**config.mk**
```make
export PLATFORM = sky130hd
export DESIGN_NAME = dsat_top
export DESIGN_NICKNAME = d
export VERILOG_FILES = /design/src/dsat_pkg.sv /design/src/dsat_channel.sv /design/src/dsat_tick.sv /design/src/dsat_top.sv
export SDC_FILE = /design/constraint.sdc
export NUM_CORES = 1
export LEC_CHECK = 0
export BUFFER_PORTS_ARGS = -buffer_cell sky130_fd_sc_hd__clkbuf_2
export CAP_MARGIN = 30
export CORE_UTILIZATION = 45
export DETAILED_ROUTE_END_ITERATION = 8
export GPL_ROUTABILITY_DRIVEN = 0
export PLACE_DENSITY_LB_ADDON = 0.15
export SYNTH_ARGS = -nofsm -noshare
export SYNTH_HDL_FRONTEND = slang
export SYNTH_SLANG_ARGS = --single-unit
```
**constraint.sdc**
```tcl
create_clock -name clk -period 9.2 [get_ports clk]
set_clock_uncertainty 0.1 [all_clocks]
set_input_delay 1.84 -clock clk [delete_from_list [all_inputs] [get_ports clk]]
set_output_delay 1.84 -clock clk [all_outputs]
set_load 0.02 [all_outputs]
```
**src/dsat_pkg.sv**
```systemverilog
// Purpose: shared constants and types of the dual set-point alarm timer
// Assumes: 250 MHz system clock, 32-bit AHB-Lite register bus
// Notes:   byte offsets, field positions, reset values and time limits
package dsat_pkg;
   // ************************************************
   // clock and time
   // ************************************************
   localparam int CLK_PERIOD_NS = 4;
   localparam int SECOND_NS = 1000000000;
   localparam int SEC_CYCLES = SECOND_NS / CLK_PERIOD_NS;
   localparam logic [9:0] TIME_MAX_S = 10'h3E8;   // 1000 s
   // ************************************************
   // value ranges
   // ************************************************
   localparam logic signed [15:0] VAL_MIN = -16'sd9999;
   localparam logic signed [15:0] VAL_MAX = 16'sd30000;
   // ************************************************
   // register map, byte offsets
   // ************************************************
   localparam logic [7:0] CH_STRIDE = 8'h20;      // channel 2 base
   localparam logic [4:0] OFF_SETPOINT = 5'h00;
   localparam logic [4:0] OFF_FUNCTION = 5'h04;
   localparam logic [4:0] OFF_BAND = 5'h08;
   localparam logic [4:0] OFF_HOLD = 5'h0C;
   localparam logic [4:0] OFF_DELAY = 5'h10;
   localparam logic [7:0] OFF_STATUS = 8'h40;
   localparam logic [7:0] OFF_IRQ_STAT = 8'h44;
   localparam logic [7:0] OFF_IRQ_MASK = 8'h48;
   // status fields: condition at 1:0, relay at 3:2
   localparam int ST_COND_POS = 0;
   localparam int ST_RELAY_POS = 2;
   // irq fields: trigger at 1:0, condition rise at 3:2
   localparam int IRQ_TRIG_POS = 0;
   localparam int IRQ_RISE_POS = 2;
   // ************************************************
   // reset values
   // ************************************************
   localparam logic signed [15:0] RST_SETPOINT = 16'sh0000;
   localparam logic signed [15:0] RST_BAND = 16'sh0000;
   localparam logic [2:0] RST_FUNCTION = 3'h0;
   localparam logic [9:0] RST_TIME = 10'h000;
   localparam logic [3:0] RST_IRQ_MASK = 4'h0;
   // ************************************************
   // function selection
   // ************************************************
   localparam logic [2:0] FN_OFF = 3'h0;
   localparam logic [2:0] FN_BELOW = 3'h1;
   localparam logic [2:0] FN_ABOVE = 3'h2;
   localparam logic [2:0] FN_BAND = 3'h3;
   localparam logic [2:0] FN_BELOW_BLK = 3'h4;
   localparam logic [2:0] FN_ABOVE_BLK = 3'h5;
   localparam logic [2:0] FN_BAND_BLK = 3'h6;
   // relay sequencer states, one-hot
   typedef enum logic [3:0] {
      DSAT_IDLE = 4'h1,
      DSAT_DELAY = 4'h2,
      DSAT_ON = 4'h4,
      DSAT_SPENT = 4'h8
   } dsat_state_e;
endpackage : dsat_pkg

```
**src/dsat_channel.sv**
```systemverilog
// Purpose: one alarm channel: comparison, delay and hold sequencing
// Assumes: settings already clamped to their legal ranges
// Notes:   times count whole seconds from the shared tick
`timescale 1ns/1ns
module dsat_channel
   import dsat_pkg::*;
(
   input wire logic clk,
   input wire logic rst_n,
   input wire logic signed [15:0] process_value,
   input wire logic signed [15:0] setpoint,
   input wire logic signed [15:0] band_width,
   input wire logic [2:0] function_select,
   input wire logic block_in,
   input wire logic [9:0] hold_time,
   input wire logic [9:0] trigger_delay,
   input wire logic sec_tick,
   output logic condition,
   output logic relay,
   output logic trig_pulse,
   output logic cond_rise
);
   // ************************************************
   // comparison
   // ************************************************
   logic signed [17:0] pv;
   logic signed [17:0] sp;
   logic signed [17:0] half;
   logic below;
   logic above;
   logic outside;
   logic cond;

   // band centred on the set point, half width each side
   always_comb begin
      pv = 18'(process_value);
      sp = 18'(setpoint);
      half = 18'(band_width) >>> 1;
      below = pv < sp;
      above = pv > sp;
      outside = (pv < sp - half) || (pv > sp + half);
      case (function_select)
         FN_BELOW: cond = below;
         FN_ABOVE: cond = above;
         FN_BAND: cond = outside;
         FN_BELOW_BLK: cond = below && !block_in;
         FN_ABOVE_BLK: cond = above && !block_in;
         FN_BAND_BLK: cond = outside && !block_in;
         default: cond = 1'b0;
      endcase
   end

   // ************************************************
   // delay and hold sequencer
   // ************************************************
   dsat_state_e state_ff;
   dsat_state_e nxt_state;
   logic [9:0] secs_ff;
   logic [9:0] nxt_secs;
   logic cond_ff;
   logic trig_ff;
   logic nxt_trig;

   // hold 0 keeps the relay while the condition lasts;
   // the first second may be short since the tick runs free
   always_comb begin
      nxt_state = state_ff;
      nxt_secs = secs_ff;
      nxt_trig = 1'b0;
      if (sec_tick)
         nxt_secs = secs_ff + 10'h001;
      case (state_ff)
         DSAT_IDLE: begin
            nxt_secs = 10'h000;
            if (cond && trigger_delay == 10'h000) begin
               nxt_state = DSAT_ON;
               nxt_trig = 1'b1;
            end else if (cond)
               nxt_state = DSAT_DELAY;
         end
         DSAT_DELAY: begin
            if (!cond)
               nxt_state = DSAT_IDLE;
            else if (secs_ff >= trigger_delay) begin
               nxt_state = DSAT_ON;
               nxt_secs = 10'h000;
               nxt_trig = 1'b1;
            end
         end
         DSAT_ON: begin
            if (hold_time == 10'h000) begin
               if (!cond)
                  nxt_state = DSAT_IDLE;
            end else if (secs_ff >= hold_time)
               nxt_state = cond ? DSAT_SPENT : DSAT_IDLE;
         end
         DSAT_SPENT: begin
            if (!cond)
               nxt_state = DSAT_IDLE;
         end
         default: nxt_state = DSAT_IDLE;
      endcase
   end

   always_ff @(posedge clk or negedge rst_n) begin
      if (!rst_n) begin
         state_ff <= DSAT_IDLE;
         secs_ff <= 10'h000;
         cond_ff <= 1'b0;
         trig_ff <= 1'b0;
      end else begin
         state_ff <= nxt_state;
         secs_ff <= nxt_secs;
         cond_ff <= cond;
         trig_ff <= nxt_trig;
      end
   end

   assign condition = cond_ff;
   assign relay = (state_ff == DSAT_ON);
   assign trig_pulse = trig_ff;
   assign cond_rise = cond && !cond_ff;
endmodule : dsat_channel

```
**src/dsat_tick.sv**
```systemverilog
// Purpose: one-cycle pulse once per second
// Assumes: clk at the package clock period
// Notes:   period is a parameter so simulation may shorten it
`timescale 1ns/1ns
module dsat_tick
   import dsat_pkg::*;
#(
   parameter int CYCLES = SEC_CYCLES
) (
   input wire logic clk,
   input wire logic rst_n,
   output logic tick
);
   logic [31:0] cnt_ff;
   logic [31:0] nxt_cnt;
   logic tick_ff;
   logic nxt_tick;

   // free-running prescaler, wraps at CYCLES-1
   always_comb begin
      nxt_tick = (cnt_ff == 32'(CYCLES - 1));
      nxt_cnt = nxt_tick ? 32'h00000000 : cnt_ff + 32'h00000001;
   end

   always_ff @(posedge clk or negedge rst_n) begin
      if (!rst_n) begin
         cnt_ff <= 32'h00000000;
         tick_ff <= 1'b0;
      end else begin
         cnt_ff <= nxt_cnt;
         tick_ff <= nxt_tick;
      end
   end

   assign tick = tick_ff;
endmodule : dsat_tick

```
**src/dsat_top.sv**
```systemverilog
// Purpose: dual set-point alarm timer with AHB-Lite registers
// Assumes: process value and digital inputs synchronous to clk
// Notes:   zero-wait-state slave, response always OKAY
//
// How it works
// - two independent channels, own relay and LED
// - set point; below and above comparisons
// - band mode: outside window around set point
// - blocked variants need digital input deactivated
// - signed band width, -9999 to 30000
// - relay stays on for hold time
// - trigger delay counted from condition true
// - second channel identical, own settings
// - LED follows condition, not relay
// - timing may drop relay while condition holds
`timescale 1ns/1ns
module dsat_top
   import dsat_pkg::*;
#(
   parameter int TICK_CYCLES = SEC_CYCLES
) (
   input wire logic clk,
   input wire logic rst_n,
   // ahb-lite slave
   input wire logic hsel,
   input wire logic [31:0] haddr,
   input wire logic [1:0] htrans,
   input wire logic hwrite,
   input wire logic [2:0] hsize,
   input wire logic [31:0] hwdata,
   input wire logic hready,
   output logic [31:0] hrdata,
   output logic hreadyout,
   output logic hresp,
   // measurement side
   input wire logic signed [15:0] process_value,
   input wire logic [1:0] digital_in,
   // load side
   output logic [1:0] relay_out,
   output logic chan1_indicator,
   output logic chan2_indicator,
   output logic irq
);
   // ************************************************
   // reset release
   // ************************************************
   logic rst_meta_ff;
   logic rst_sync_ff;
   logic srst_n;

   // asynchronous assert, release after two edges
   always_ff @(posedge clk or negedge rst_n) begin
      if (!rst_n) begin
         rst_meta_ff <= 1'b0;
         rst_sync_ff <= 1'b0;
      end else begin
         rst_meta_ff <= 1'b1;
         rst_sync_ff <= rst_meta_ff;
      end
   end

   assign srst_n = rst_sync_ff;

   // ************************************************
   // helpers
   // ************************************************
   // out-of-range value and time writes saturate rather than wrap
   function automatic logic signed [15:0] clamp_val(
      input logic [31:0] w
   );
      logic signed [31:0] v;
      v = signed'(w);
      if (v < 32'(VAL_MIN))
         clamp_val = VAL_MIN;
      else if (v > 32'(VAL_MAX))
         clamp_val = VAL_MAX;
      else
         clamp_val = v[15:0];
   endfunction : clamp_val

   function automatic logic [9:0] clamp_time(
      input logic [31:0] w
   );
      if (w > 32'(TIME_MAX_S))
         clamp_time = TIME_MAX_S;
      else
         clamp_time = w[9:0];
   endfunction : clamp_time

   // ************************************************
   // bus address phase
   // ************************************************
   logic addr_take;
   logic wr_pend_ff;
   logic nxt_wr_pend;
   logic [7:0] wr_addr_ff;
   logic [7:0] nxt_wr_addr;
   logic addr_hi_zero;

   // only NONSEQ or SEQ with select and bus ready are taken
   always_comb begin
      addr_take = hsel && hready && htrans[1];
      addr_hi_zero = (haddr[31:8] == 24'h000000);
      nxt_wr_pend = addr_take && hwrite && addr_hi_zero;
      nxt_wr_addr = addr_take ? haddr[7:0] : wr_addr_ff;
   end

   always_ff @(posedge clk or negedge srst_n) begin
      if (!srst_n) begin
         wr_pend_ff <= 1'b0;
         wr_addr_ff <= 8'h00;
      end else begin
         wr_pend_ff <= nxt_wr_pend;
         wr_addr_ff <= nxt_wr_addr;
      end
   end

   assign hreadyout = 1'b1;
   assign hresp = 1'b0;

   // ************************************************
   // configuration registers
   // ************************************************
   logic signed [15:0] sp_ff [2];
   logic signed [15:0] nxt_sp [2];
   logic signed [15:0] band_ff [2];
   logic signed [15:0] nxt_band [2];
   logic [2:0] fn_ff [2];
   logic [2:0] nxt_fn [2];
   logic [9:0] hold_ff [2];
   logic [9:0] nxt_hold [2];
   logic [9:0] dly_ff [2];
   logic [9:0] nxt_dly [2];
   logic [3:0] mask_ff;
   logic [3:0] nxt_mask;
   logic [3:0] istat_ff;
   logic [3:0] nxt_istat;
   logic [3:0] events;
   logic [3:0] w1c;
   logic wr_chan;
   logic ch_sel;
   logic [4:0] ch_off;

   // writes land in the data phase, using the held address
   always_comb begin
      wr_chan = wr_pend_ff && (wr_addr_ff[7:6] == 2'h0);
      ch_sel = wr_addr_ff[5];
      ch_off = wr_addr_ff[4:0];
      nxt_mask = mask_ff;
      w1c = 4'h0;
      for (int i = 0; i < 2; i++) begin
         nxt_sp[i] = sp_ff[i];
         nxt_band[i] = band_ff[i];
         nxt_fn[i] = fn_ff[i];
         nxt_hold[i] = hold_ff[i];
         nxt_dly[i] = dly_ff[i];
         if (wr_chan && ch_sel == i[0]) begin
            case (ch_off)
               OFF_SETPOINT: nxt_sp[i] = clamp_val(hwdata);
               OFF_BAND: nxt_band[i] = clamp_val(hwdata);
               OFF_FUNCTION: nxt_fn[i] = hwdata[2:0];
               OFF_HOLD: nxt_hold[i] = clamp_time(hwdata);
               OFF_DELAY: nxt_dly[i] = clamp_time(hwdata);
               default: ;
            endcase
         end
      end
      if (wr_pend_ff && wr_addr_ff == OFF_IRQ_MASK)
         nxt_mask = hwdata[3:0];
      if (wr_pend_ff && wr_addr_ff == OFF_IRQ_STAT)
         w1c = hwdata[3:0];
      // a new event beats a simultaneous clear
      nxt_istat = (istat_ff & ~w1c) | events;
   end

   always_ff @(posedge clk or negedge srst_n) begin
      if (!srst_n) begin
         for (int i = 0; i < 2; i++) begin
            sp_ff[i] <= RST_SETPOINT;
            band_ff[i] <= RST_BAND;
            fn_ff[i] <= RST_FUNCTION;
            hold_ff[i] <= RST_TIME;
            dly_ff[i] <= RST_TIME;
         end
         mask_ff <= RST_IRQ_MASK;
         istat_ff <= 4'h0;
      end else begin
         for (int i = 0; i < 2; i++) begin
            sp_ff[i] <= nxt_sp[i];
            band_ff[i] <= nxt_band[i];
            fn_ff[i] <= nxt_fn[i];
            hold_ff[i] <= nxt_hold[i];
            dly_ff[i] <= nxt_dly[i];
         end
         mask_ff <= nxt_mask;
         istat_ff <= nxt_istat;
      end
   end

   // ************************************************
   // alarm channels
   // ************************************************
   logic sec_tick;
   logic [1:0] cond;
   logic [1:0] relay;
   logic [1:0] trig;
   logic [1:0] rise;

   // one shared second tick keeps both channels in step
   dsat_tick #(
      .CYCLES(TICK_CYCLES)
   ) u_tick (
      .clk(clk),
      .rst_n(srst_n),
      .tick(sec_tick)
   );

   // identical channels, each with its own settings
   for (genvar g = 0; g < 2; g++) begin : g_chan
      dsat_channel u_chan (
         .clk(clk),
         .rst_n(srst_n),
         .process_value(process_value),
         .setpoint(sp_ff[g]),
         .band_width(band_ff[g]),
         .function_select(fn_ff[g]),
         .block_in(digital_in[g]),
         .hold_time(hold_ff[g]),
         .trigger_delay(dly_ff[g]),
         .sec_tick(sec_tick),
         .condition(cond[g]),
         .relay(relay[g]),
         .trig_pulse(trig[g]),
         .cond_rise(rise[g])
      );
   end

   assign events = {rise, trig};

   // ************************************************
   // outputs
   // ************************************************
   logic [1:0] relay_ff;
   logic [1:0] led_ff;
   logic irq_ff;

   // relays and leds are separate: leds ignore the timing
   always_ff @(posedge clk or negedge srst_n) begin
      if (!srst_n) begin
         relay_ff <= 2'h0;
         led_ff <= 2'h0;
         irq_ff <= 1'b0;
      end else begin
         relay_ff <= relay;
         led_ff <= cond;
         irq_ff <= |(nxt_istat & nxt_mask);
      end
   end

   assign relay_out = relay_ff;
   assign chan1_indicator = led_ff[0];
   assign chan2_indicator = led_ff[1];
   assign irq = irq_ff;

   // ************************************************
   // read data
   // ************************************************
   logic [31:0] rd_val;
   logic [31:0] nxt_rdata;
   logic [31:0] rdata_ff;
   logic rd_ch;
   logic [4:0] rd_off;

   // read data registered at the address edge, shown next cycle
   always_comb begin
      rd_ch = haddr[5];
      rd_off = haddr[4:0];
      rd_val = 32'h00000000;
      if (addr_hi_zero && haddr[7:6] == 2'h0) begin
         case (rd_off)
            OFF_SETPOINT: rd_val = 32'(sp_ff[rd_ch]);
            OFF_FUNCTION: rd_val = {29'h0, fn_ff[rd_ch]};
            OFF_BAND: rd_val = 32'(band_ff[rd_ch]);
            OFF_HOLD: rd_val = {22'h0, hold_ff[rd_ch]};
            OFF_DELAY: rd_val = {22'h0, dly_ff[rd_ch]};
            default: rd_val = 32'h00000000;
         endcase
      end else if (addr_hi_zero) begin
         case (haddr[7:0])
            OFF_STATUS: rd_val = {28'h0, relay_ff, led_ff};
            OFF_IRQ_STAT: rd_val = {28'h0, istat_ff};
            OFF_IRQ_MASK: rd_val = {28'h0, mask_ff};
            default: rd_val = 32'h00000000;
         endcase
      end
      nxt_rdata = (addr_take && !hwrite) ? rd_val : 32'h00000000;
   end

   always_ff @(posedge clk or negedge srst_n) begin
      if (!srst_n)
         rdata_ff <= 32'h00000000;
      else
         rdata_ff <= nxt_rdata;
   end

   assign hrdata = rdata_ff;
endmodule : dsat_top

```
==> flow_metrics.env, run 1 <==
export IMPL_status="completed"
export IMPL_cts_setup_buffers=0
export IMPL_slew_headroom_pct=33.4
export IMPL_cts_tree="built"
export IMPL_crit_required_ns=9.51
export IMPL_fp_dieH_um=192
export IMPL_grt_pass1_wl_um=73200
export IMPL_antenna_found_initial=0
export IMPL_clock_sinks=215
export IMPL_critPathKind="register to register"
export IMPL_dieArea_um2=37000
export IMPL_cts_resized=0
export IMPL_synth_cell_types=86
export IMPL_cp_arrival_ns=6.37
export IMPL_layout_commonest_cell="dfrtp_1"
export IMPL_ys_async_sr_fraction_pct=100
export IMPL_powerDensity_nw_per_um2=128
export IMPL_path_clk_slew_ns=0.06
export IMPL_grt_pass1_vias=13047
export IMPL_post_route_period_util_pct=65.8
export IMPL_overflow=0
export IMPL_yosysWarnings=0
export IMPL_via_count=13662
export IMPL_cts_buffers=26
export IMPL_clockBufferDepth=3
export IMPL_wl_um=47000
export IMPL_critPathCaptureType="register"
export IMPL_port_buffers=124
export IMPL_critPathLaunchType="register"
export IMPL_cts_htree_levels=1
export IMPL_postLayoutCoreUtil_pct=51.3
export IMPL_max_freq_mhz=165
export IMPL_period_needed_ns=6.06
export IMPL_nNetsFinal=2232
export IMPL_path_max_fanout=10
export IMPL_vias_per_cell=5.68
export IMPL_grt_max_degree=76
export IMPL_yosys_top_cells_area="dfrtp_1 33%, ha_1 16%, nand2_1 4.1%"
export IMPL_yosysSeqAreaShare_pct=33.0
export IMPL_drt_initial_drc_count=993
export IMPL_avgRoutedWirePerCell_um=19.5
export IMPL_io_pins=131
export IMPL_dpl_hpwl_um=36900
export IMPL_synth_area_per_cell_um2=8.88
export IMPL_cts_root_buf="clkbuf_16"
export IMPL_leakagePower_nw=9.26
export IMPL_setup_viol=0
export IMPL_dr_pass1_iters=5
export IMPL_drive_gt1_share_pct=13.0
export IMPL_reg2reg_from="sp_ff[0]$_DFFE_PN0P_"
export IMPL_synth_cells=1835
export IMPL_area_growth_pct=11.9
export IMPL_track_usage_pct=25.7
export IMPL_final_cell_mix="212 x dfrtp_1, 205 x ha_1, 180 x nand2_1"
export IMPL_coreArea_um2=35600
export IMPL_synth_top_flop_cell="dfrtp_1"
export IMPL_yosysTopAreaCell="dfrtp_1"
export IMPL_netlist_area_leader_share_pct=32.7
export IMPL_rows=69
export IMPL_vdd_drop_max_uv=142
export IMPL_die_width_um=192
export IMPL_clock_latency_ns=0.56
export IMPL_num_antenna_cells=0
export IMPL_r2r_cells=21
export IMPL_synth_seq_cells=215
export IMPL_ant_nets=0
export IMPL_r2r_end="g_chan[1].u_chan.secs_ff[7]$_DFF_PN0_"
export IMPL_worstHoldPathType="register to asynchronous set/reset pin"
export IMPL_start_util_pct=45.8
export IMPL_grt_setup_unrepaired="false"
export IMPL_finalHoldViolations=0
export IMPL_reg2reg_setup_slack_ns=3.14
export IMPL_tightestPinTransition_ns=0.990
export IMPL_drc_errors=0
export IMPL_syn_cell_area_um2=16300
export IMPL_hold_buffers=0
export IMPL_nFillCells=3354
export IMPL_drv_cap=0
export IMPL_synth_edf_count=0
export IMPL_setup_tns_ns=0
export IMPL_finalMaxSlewViolations=0
-- critical path, cell delays in order, from the launching register on --
cell	delay, ns
dfrtp_1	0.47
inv_1	0.09
ha_1	0.16
inv_1	0.05
fa_1	0.41
a21o_1	0.18
a21o_1	0.20
a21oi_1	0.20
o21ai_0	0.20
a211o_1	0.32
a31o_2	0.25
a21oi_1	0.17
xor2_1	0.17
ha_1	0.26
a21o_1	0.18
a2111oi_0	0.85
a221oi_1	0.18
a22oi_1	0.51
a311oi_1	0.12
buf_2	0.20
nor4_4	0.57
nor3_1	0.10
-- per-layer routing --
metal | up-vias | GRT usage (%) | part of all wire [%]
met3 | 89 | 3.58 | 4.3
met2 | 327 | 41.9 | 46
met5 | - | 0 | 0
met1 | 6534 | 34.2 | 45
met4 | 0 | 11.0 | 4.5
li1 | 6712 | - | -
-- how the worst max path moves through the flow --
stage,start,end,slack [ns],cells after the start
global placement,sp_ff[16]$_DFFE_PN0P_,g_chan[0].u_chan.secs_ff[8]$_DFF_PN0_,3.31,21
global route,band_ff[2]$_DFFE_PN0P_,g_chan[1].u_chan.secs_ff[9]$_DFF_PN0_,2.65,18
detailed placement,band_ff[2]$_DFFE_PN0P_,g_chan[1].u_chan.secs_ff[8]$_DFF_PN0_,3.23,18
CTS,sp_ff[0]$_DFFE_PN0P_,g_chan[1].u_chan.secs_ff[8]$_DFF_PN0_,3.24,21
floorplan,rst_sync_ff$_DFF_PN0_,band_ff[0]$_DFFE_PN0P_,2.67,0
finish,sp_ff[0]$_DFFE_PN0P_,g_chan[1].u_chan.secs_ff[7]$_DFF_PN0_,3.14,21
-- per-stage QoR --
stage | instances | setup WS (ns) | area, µm² | hold slack (ns) | total power, mW
4_1_cts | 2404 | 3.24 | 18200 | 0.253 | 2.36
3_5_place_dp | 2361 | 3.23 | 17300 | 0.239 | 1.32
3_3_place_gp | 2356 | 3.31 | 17200 | 0.239 | 1.31
2_1_floorplan | 1836 | 2.67 | 16300 | 0.231 | 1.20
6_report | 2407 | 3.14 | 18200 | 0.0593 | 2.34
5_1_grt | 2407 | 2.65 | 18200 | 0.0768 | 2.44
-- where the power goes --
group	leakage [nW]	switching (mW)	internal (mW)
combinational	6.45	0.190	0.130
sequential	2.40	0.0224	0.962
clock	0.416	0.404	0.632
total	9.26	0.616	1.72
-- cell usage after synthesis (26+ instances only) --
library cell / number
nor3_1: 45
a21o_1: 29
xnor2_1: 63
nand3_1: 39
clkbuf_1: 46
nor4_1: 26
inv_1: 159
dfrtp_1: 213
ha_1: 205
o21ai_0: 107
a21oi_1: 112
nand2_1: 180
nand4_1: 40
mux2i_1: 40
mux2_2: 28
nor2_1: 119
xor2_1: 36
-- area by class of cell --
| type | count | area, µm² | area share [%] |
|---|---|---|---|
| Inverter | 160 | 601 | 3.29 |
| Multi-Input combinational cell | 1389 | 9980 | 54.7 |
| Sequential cell | 215 | 5390 | 29.5 |
| Tap cell | 461 | 577 | 3.16 |
| Clock inverter | 8 | 133 | 0.727 |
| Timing Repair Buffer | 139 | 842 | 4.61 |
| Clock buffer | 35 | 724 | 3.97 |
-- state kept, by name, summed over array words and instances, names as in the netlist --
signal,count
band_ff,32
dly_ff,20
hrdata,16
led_ff,2
irq,1
g_chan.u_chan.secs_ff,20
rst_sync_ff,1
wr_addr_ff,8
u_tick.tick,1
g_chan.u_chan.condition,2
relay_out,2
fn_ff,6
wr_pend_ff,1
g_chan.u_chan.state_ff,8
g_chan.u_chan.trig_pulse,2
rst_meta_ff,1
u_tick.cnt_ff,32
istat_ff,4
hold_ff,20
mask_ff,4
sp_ff,32
-- kinds of logic (layout without fill, tap and decap cells) --
logic type	Yosys count	in the layout	synth area share, %
AOI/OAI and AO/OA	421	421	16.4
other	2	3	0.0461
and+or+nand+nor	581	581	17.7
muxes	76	76	5.50
DFF	215	215	33.0
adders and majority gates	209	209	16.2
buffers and inverters	232	342	5.83
xor gates and xnor gates	99	99	5.32
Power figures use the tool's default switching activity.
==> run 2: changes to the inputs <==
--- a/config.mk
+++ b/config.mk
@@ -5,6 +5,7 @@
 export SDC_FILE = /design/constraint.sdc
 export NUM_CORES = 1
 export LEC_CHECK = 0
+export ABC_AREA = 1
 export BUFFER_PORTS_ARGS = -buffer_cell sky130_fd_sc_hd__clkbuf_2
 export CAP_MARGIN = 30
 export CORE_UTILIZATION = 45
==> constraint.sdc (replaced) <==
create_clock -name clk -period 5.6 [get_ports clk]
set_clock_uncertainty 0.1 [all_clocks]
set_input_delay 1.12 -clock clk [delete_from_list [all_inputs] [get_ports clk]]
set_output_delay 1.12 -clock clk [all_outputs]
set_load 0.02 [all_outputs]
==> flow_metrics.env, run 2 <==
export IMPL_num_antenna_cells=0
export IMPL_setup_tns_ns=0
export IMPL_critPathSlowestCell="dfrtp_1"
export IMPL_yosysMostFrequentCell="nand2_1"
export IMPL_antenna_found_initial=0
export IMPL_reg2reg_from="band_ff[17]$_DFFE_PN0P_"
export IMPL_max_freq_mhz=202
export IMPL_post_route_period_util_pct=88.3
export IMPL_slew_headroom_pct=36.8
export IMPL_vias_per_cell=5.43
export IMPL_synth_common_cells="509 x nand2_1, 329 x inv_1, 213 x dfrtp_1"
export IMPL_grt_setup_unrepaired="false"
export IMPL_setup_viol=0
export IMPL_synth_top_flop_cell="dfrtp_1"
export IMPL_io_pins=131
export IMPL_track_usage_pct=25.5
export IMPL_dpl_hpwl_um=39300
export IMPL_clock_latency_ns=0.55
export IMPL_leakagePower_nw=9.88
export IMPL_coreArea_um2=36800
export IMPL_tightestPinTransition_ns=0.938
export IMPL_cp_arrival_ns=5.27
export IMPL_yosysSeqAreaShare_pct=31.8
export IMPL_crit_required_ns=5.92
export IMPL_vdd_drop_max_uv=225
export IMPL_via_count=15558
export IMPL_yosys_top_cells_area="dfrtp_1 32%, ha_1 15%, nand2_1 11%"
export IMPL_wl_um=48600
export IMPL_placed_cell_area_um2=17900
export IMPL_start_util_pct=46.0
export IMPL_nNetsFinal=2676
export IMPL_crit_path_frequent_cell="nand2_1"
export IMPL_avgRoutedWirePerCell_um=17.0
export IMPL_clockBufferDepth=3
export IMPL_path_max_fanout=10
export IMPL_grt_pass1_vias=15012
export IMPL_clock_sinks=215
export IMPL_overflow=0
export IMPL_powerDensity_nw_per_um2=193
export IMPL_fp_dieH_um=196
export IMPL_slowest_delay_ns=0.42
export IMPL_critPathLaunchType="register"
export IMPL_synth_edf_count=0
export IMPL_drc_errors=0
export IMPL_largestRegisters="band_ff (32), sp_ff (32), u_tick.cnt_ff (32)"
export IMPL_ant_nets=0
export IMPL_worstHoldPathType="register to asynchronous set/reset pin"
export IMPL_hold_buffers=0
export IMPL_finalMaxSlewViolations=0
export IMPL_drt_initial_drc_count=1098
export IMPL_final_cell_mix="509 x nand2_1, 329 x inv_1, 212 x dfrtp_1"
export IMPL_cts_resized=0
export IMPL_period_needed_ns=4.95
export IMPL_cts_tree="built"
export IMPL_synth_area_per_cell_um2=7.44
export IMPL_dr_pass1_iters=6
export IMPL_status="completed"
export IMPL_crit_start="band_ff[17]$_DFFE_PN0P_"
export IMPL_cts_root_buf="clkbuf_16"
export IMPL_finalHoldViolations=0
export IMPL_drv_cap=0
export IMPL_cts_setup_buffers=0
export IMPL_critPathCaptureType="register"
export IMPL_syn_cell_area_um2=16900
export IMPL_yosysWarnings=0
export IMPL_fin_hold_ws_ns=0.199
export IMPL_area_sequential_um2=5390
export IMPL_nFillCells=3578
export IMPL_netlist_area_leader_share_pct=31.5
export IMPL_port_buffers=124
export IMPL_cts_buffers=26
export IMPL_rows=70
export IMPL_fin_area_um2=18800
export IMPL_die_width_um=196
export IMPL_grt_pass1_wl_um=77900
export IMPL_cts_htree_levels=1
export IMPL_multi_input_area_um2=9960
export IMPL_dieArea_um2=38400
export IMPL_area_growth_pct=11.1
export IMPL_synth_cell_types=70
export IMPL_path_clk_slew_ns=0.06
export IMPL_synth_cells=2274
export IMPL_critPathKind="register to register"
export IMPL_drive_gt1_share_pct=9.60
export IMPL_grt_max_degree=124
export IMPL_layout_commonest_cell="nand2_1"
export IMPL_ys_async_sr_fraction_pct=100
export IMPL_yosysTopAreaCell="dfrtp_1"
export IMPL_synth_seq_cells=215
[run 2: cell count changes in the layout (fill, tap and decap cells not counted), sizes merged, moves of 28 or more]
| cell | delta |
|---|---|
| a21oi | +38 |
| nor2 | +28 |
| xor2 | +35 |
| inv | +175 |
| mux2i | -36 |
| nand3 | +33 |
| o21ai | +104 |
| xnor2 | -53 |
| nand2 | +335 |
[run 2: path summary, 6_finish.rpt]
| check | cells after the start | end | slack [ns] |
|---|---|---|---|
| max | 29 | g_chan[0].u_chan.secs_ff[4]$_DFF_PN0_ | 0.65 |
| min | 0 | u_tick.cnt_ff[13]$_DFF_PN0_ | 0.20 |
| max reg2reg | 29 | g_chan[0].u_chan.secs_ff[4]$_DFF_PN0_ | 0.65 |
| min reg2reg | 0 | u_tick.cnt_ff[13]$_DFF_PN0_ | 0.20 |
| max in group asynchronous | 1 | band_ff[20]$_DFFE_PN0P_ | 4.08 |
| min in group clk | 0 | rst_sync_ff$_DFF_PN0_ | 0.25 |
[run 2: logic make-up after synthesis]
kind of cell / Yosys count / synth area share, %
adder cells (fa/ha/maj): 209 / 15.6
flip-flops: 215 / 31.8
AO/OA/AOI/OAI: 456 / 15.0
multiplexers: 5 / 0.303
XOR/XNOR: 81 / 4.19
buffers and inverters: 400 / 9.36
AND/OR/NAND/NOR: 906 / 23.7
other: 2 / 0.0444
[run 2: final cells by class]
type	instances	area share, %
clock buffers	38	4.07
clock inverters	10	0.593
inverters	335	6.69
multi-input cells	1660	53.0
flip-flops and latches	215	28.7
well taps	468	3.12
repair buffers	137	3.89
[run 2: critical path, delay by kind of cell, from the launching register on]
| kind | cells | cell delay [ns] |
|---|---|---|
| adders and majority gates | 3 | 0.91 |
| AOI/OAI and AO/OA | 8 | 1.63 |
| and+or+nand+nor | 15 | 1.58 |
| DFF | 1 | 0.42 |
| buffers and inverters | 3 | 0.18 |
[run 2: power breakdown]
group / internal (mW) / leakage [nW] / switching, mW
Combinational: 0.0958 / 7.09 / 0.221
Clock: 1.04 / 0.439 / 0.681
Sequential: 1.57 / 2.36 / 0.0195
Total: 2.71 / 9.88 / 0.922
[run 2: metrics by stage]
stage	total power [mW]	instances	util [%]	setup WS (ns)
5_1_grt	3.78	2863	51.1	0.153
3_5_place_dp	1.94	2814	48.7	0.676
4_1_cts	3.67	2862	51.1	0.655
6_report	3.63	2863	51.1	0.654
2_1_floorplan	1.81	2275	-	1.73
3_3_place_gp	1.93	2811	48.6	0.777
[run 2: routing by layer]
layer  GRT usage, %  share of wire (%)
met1           33.0                 44
met2           45.2                 49
met3           2.11                4.5
met4           7.38                2.6
met5              0                  0
==> run 3: changes to the inputs <==
--- a/config.mk
+++ b/config.mk
@@ -6,10 +6,10 @@
 export NUM_CORES = 1
 export LEC_CHECK = 0
 export ABC_AREA = 1
-export BUFFER_PORTS_ARGS = -buffer_cell sky130_fd_sc_hd__clkbuf_2
 export CAP_MARGIN = 30
 export CORE_UTILIZATION = 45
 export DETAILED_ROUTE_END_ITERATION = 8
+export DONT_BUFFER_PORTS = 1
 export GPL_ROUTABILITY_DRIVEN = 0
 export PLACE_DENSITY_LB_ADDON = 0.15
 export SYNTH_ARGS = -nofsm -noshare
==> flow_metrics.env, run 3 (synthesized netlist as in run 2, its figures left out) <==
export IMPL_grt_pass1_wl_um=76500
export IMPL_start_util_pct=46.0
export IMPL_max_freq_mhz=202
export IMPL_grt_setup_unrepaired="false"
export IMPL_post_route_period_util_pct=88.6
export IMPL_clockBufferDepth=3
export IMPL_overflow=0
export IMPL_clock_latency_ns=0.57
export IMPL_nFillCells=3628
export IMPL_total_power_mw=3.52
export IMPL_finalHoldViolations=0
export IMPL_cts_tree="built"
export IMPL_finalMaxSlewViolations=0
export IMPL_drt_initial_drc_count=1120
export IMPL_via_count=14815
export IMPL_pwr_share_comb_pct=7.2
export IMPL_antenna_found_initial=0
export IMPL_slowest_delay_ns=0.45
export IMPL_drv_cap=0
export IMPL_vias_per_cell=5.41
export IMPL_nNetsFinal=2551
export IMPL_largestRegisters="band_ff (32), sp_ff (32), u_tick.cnt_ff (32)"
export IMPL_worstHoldPathType="primary input to asynchronous set/reset pin"
export IMPL_switching_share_pct=25.2
export IMPL_critPathSlowestCell="ha_1"
export IMPL_grt_max_degree=121
export IMPL_track_usage_pct=25.2
export IMPL_crit_path_frequent_cell="nand2_1"
export IMPL_port_buffers=0
export IMPL_grt_pass1_vias=14136
export IMPL_internal_power_mw=2.63
export IMPL_path_max_fanout=10
export IMPL_setup_viol=0
export IMPL_vdd_drop_max_uv=220
export IMPL_powerDensity_nw_per_um2=194
export IMPL_cp_arrival_ns=5.31
export IMPL_rows=70
export IMPL_area_growth_pct=7.31
export IMPL_cts_resized=0
export IMPL_clock_sinks=215
export IMPL_cts_buffers=26
export IMPL_dpl_hpwl_um=38300
export IMPL_avgRoutedWirePerCell_um=17.4
export IMPL_wl_um=47700
export IMPL_critPathKind="register to register"
export IMPL_num_antenna_cells=0
export IMPL_path_clk_slew_ns=0.06
export IMPL_setup_tns_ns=0
export IMPL_drc_errors=0
export IMPL_final_cell_mix="509 x nand2_1, 329 x inv_1, 211 x dfrtp_1"
export IMPL_leakagePower_nw=9.33
export IMPL_cts_root_buf="clkbuf_16"
export IMPL_die_width_um=196
export IMPL_power_frac_seq_pct=45.3
export IMPL_layout_commonest_cell="nand2_1"
export IMPL_critPathLaunchType="register"
export IMPL_tightestPinTransition_ns=0.938
export IMPL_hold_buffers=0
export IMPL_p_clk_share_pct=47.6
export IMPL_status="completed"
export IMPL_slew_headroom_pct=37.2
export IMPL_dr_pass1_iters=7
export IMPL_period_needed_ns=4.96
export IMPL_io_pins=131
export IMPL_drive_gt1_share_pct=4.63
export IMPL_dieArea_um2=38400
export IMPL_netSwitchingPower_uw=885
export IMPL_cts_htree_levels=1
export IMPL_coreArea_um2=36800
export IMPL_crit_required_ns=5.95
export IMPL_critPathCaptureType="register"
export IMPL_cts_setup_buffers=0
export IMPL_fp_dieH_um=196
export IMPL_ant_nets=0
==> run 3: final timing paths <==
check,from,to,slack [ns],cells after the start
setup reg to reg,band_ff[19]$_DFFE_PN0P_,g_chan[0].u_chan.secs_ff[1]$_DFF_PN0_,0.64,28
min in group clk,rst_meta_ff$_DFF_PN0_,rst_sync_ff$_DFF_PN0_,0.26,0
setup / recovery,band_ff[19]$_DFFE_PN0P_,g_chan[0].u_chan.secs_ff[1]$_DFF_PN0_,0.64,28
hold reg to reg,rst_sync_ff$_DFF_PN0_,u_tick.cnt_ff[12]$_DFF_PN0_,0.18,0
hold / removal,rst_n,rst_sync_ff$_DFF_PN0_,0.17,0
max in group asynchronous,rst_sync_ff$_DFF_PN0_,hrdata[30]$_DFF_PN0_,3.99,1
==> run 3: worst max-delay path: cells and delay by family, from the launching register on <==
| family | cells | cell delay (ns) |
|---|---|---|
| AND/OR/NAND/NOR | 16 | 1.89 |
| AO/OA/AOI/OAI | 8 | 1.54 |
| adder cells (fa/ha/maj) | 2 | 0.73 |
| flip-flops | 1 | 0.39 |
| buffers and inverters | 2 | 0.19 |
==> run 3: layout make-up <==
cell class	count	area, µm²	area share, %
inverters	335	1260	6.93
flip-flops and latches	215	5390	29.7
multi-input cells	1660	9960	54.8
clock buffers	37	752	4.14
clock inverters	10	109	0.600
repair buffers	12	106	0.586
well taps	468	586	3.23
==> run 3: power by group through the flow <==
stage	clock network [mW]	registers [mW]	logic (mW)
finish	1.67	1.59	0.252
CTS	1.72	1.59	0.253
floorplan	0	1.63	0.176
global placement	0	1.62	0.246
global route	1.77	1.60	0.291
detailed placement	0	1.62	0.252
==> run 3: layer usage <==
layer / part of all wire, % / track usage, %
met1: 43 / 32.8
met2: 48 / 43.5
met3: 5.3 / 3.13
met4: 3.0 / 8.07
met5: 0 / 0
==> run 3: per-stage QoR <==
stage	utilization (%)	worst slack [ns]	instance area, µm²	hold WS [ns]	std cells
6_report	49.4	0.640	18200	0.170	2737
5_1_grt	49.4	0.0266	18200	0.148	2737
4_1_cts	49.4	0.637	18200	0.145	2737
3_5_place_dp	47.0	0.698	17300	0.195	2690
3_3_place_gp	46.9	0.725	17300	0.196	2686
2_1_floorplan	-	1.73	16900	0.231	2275
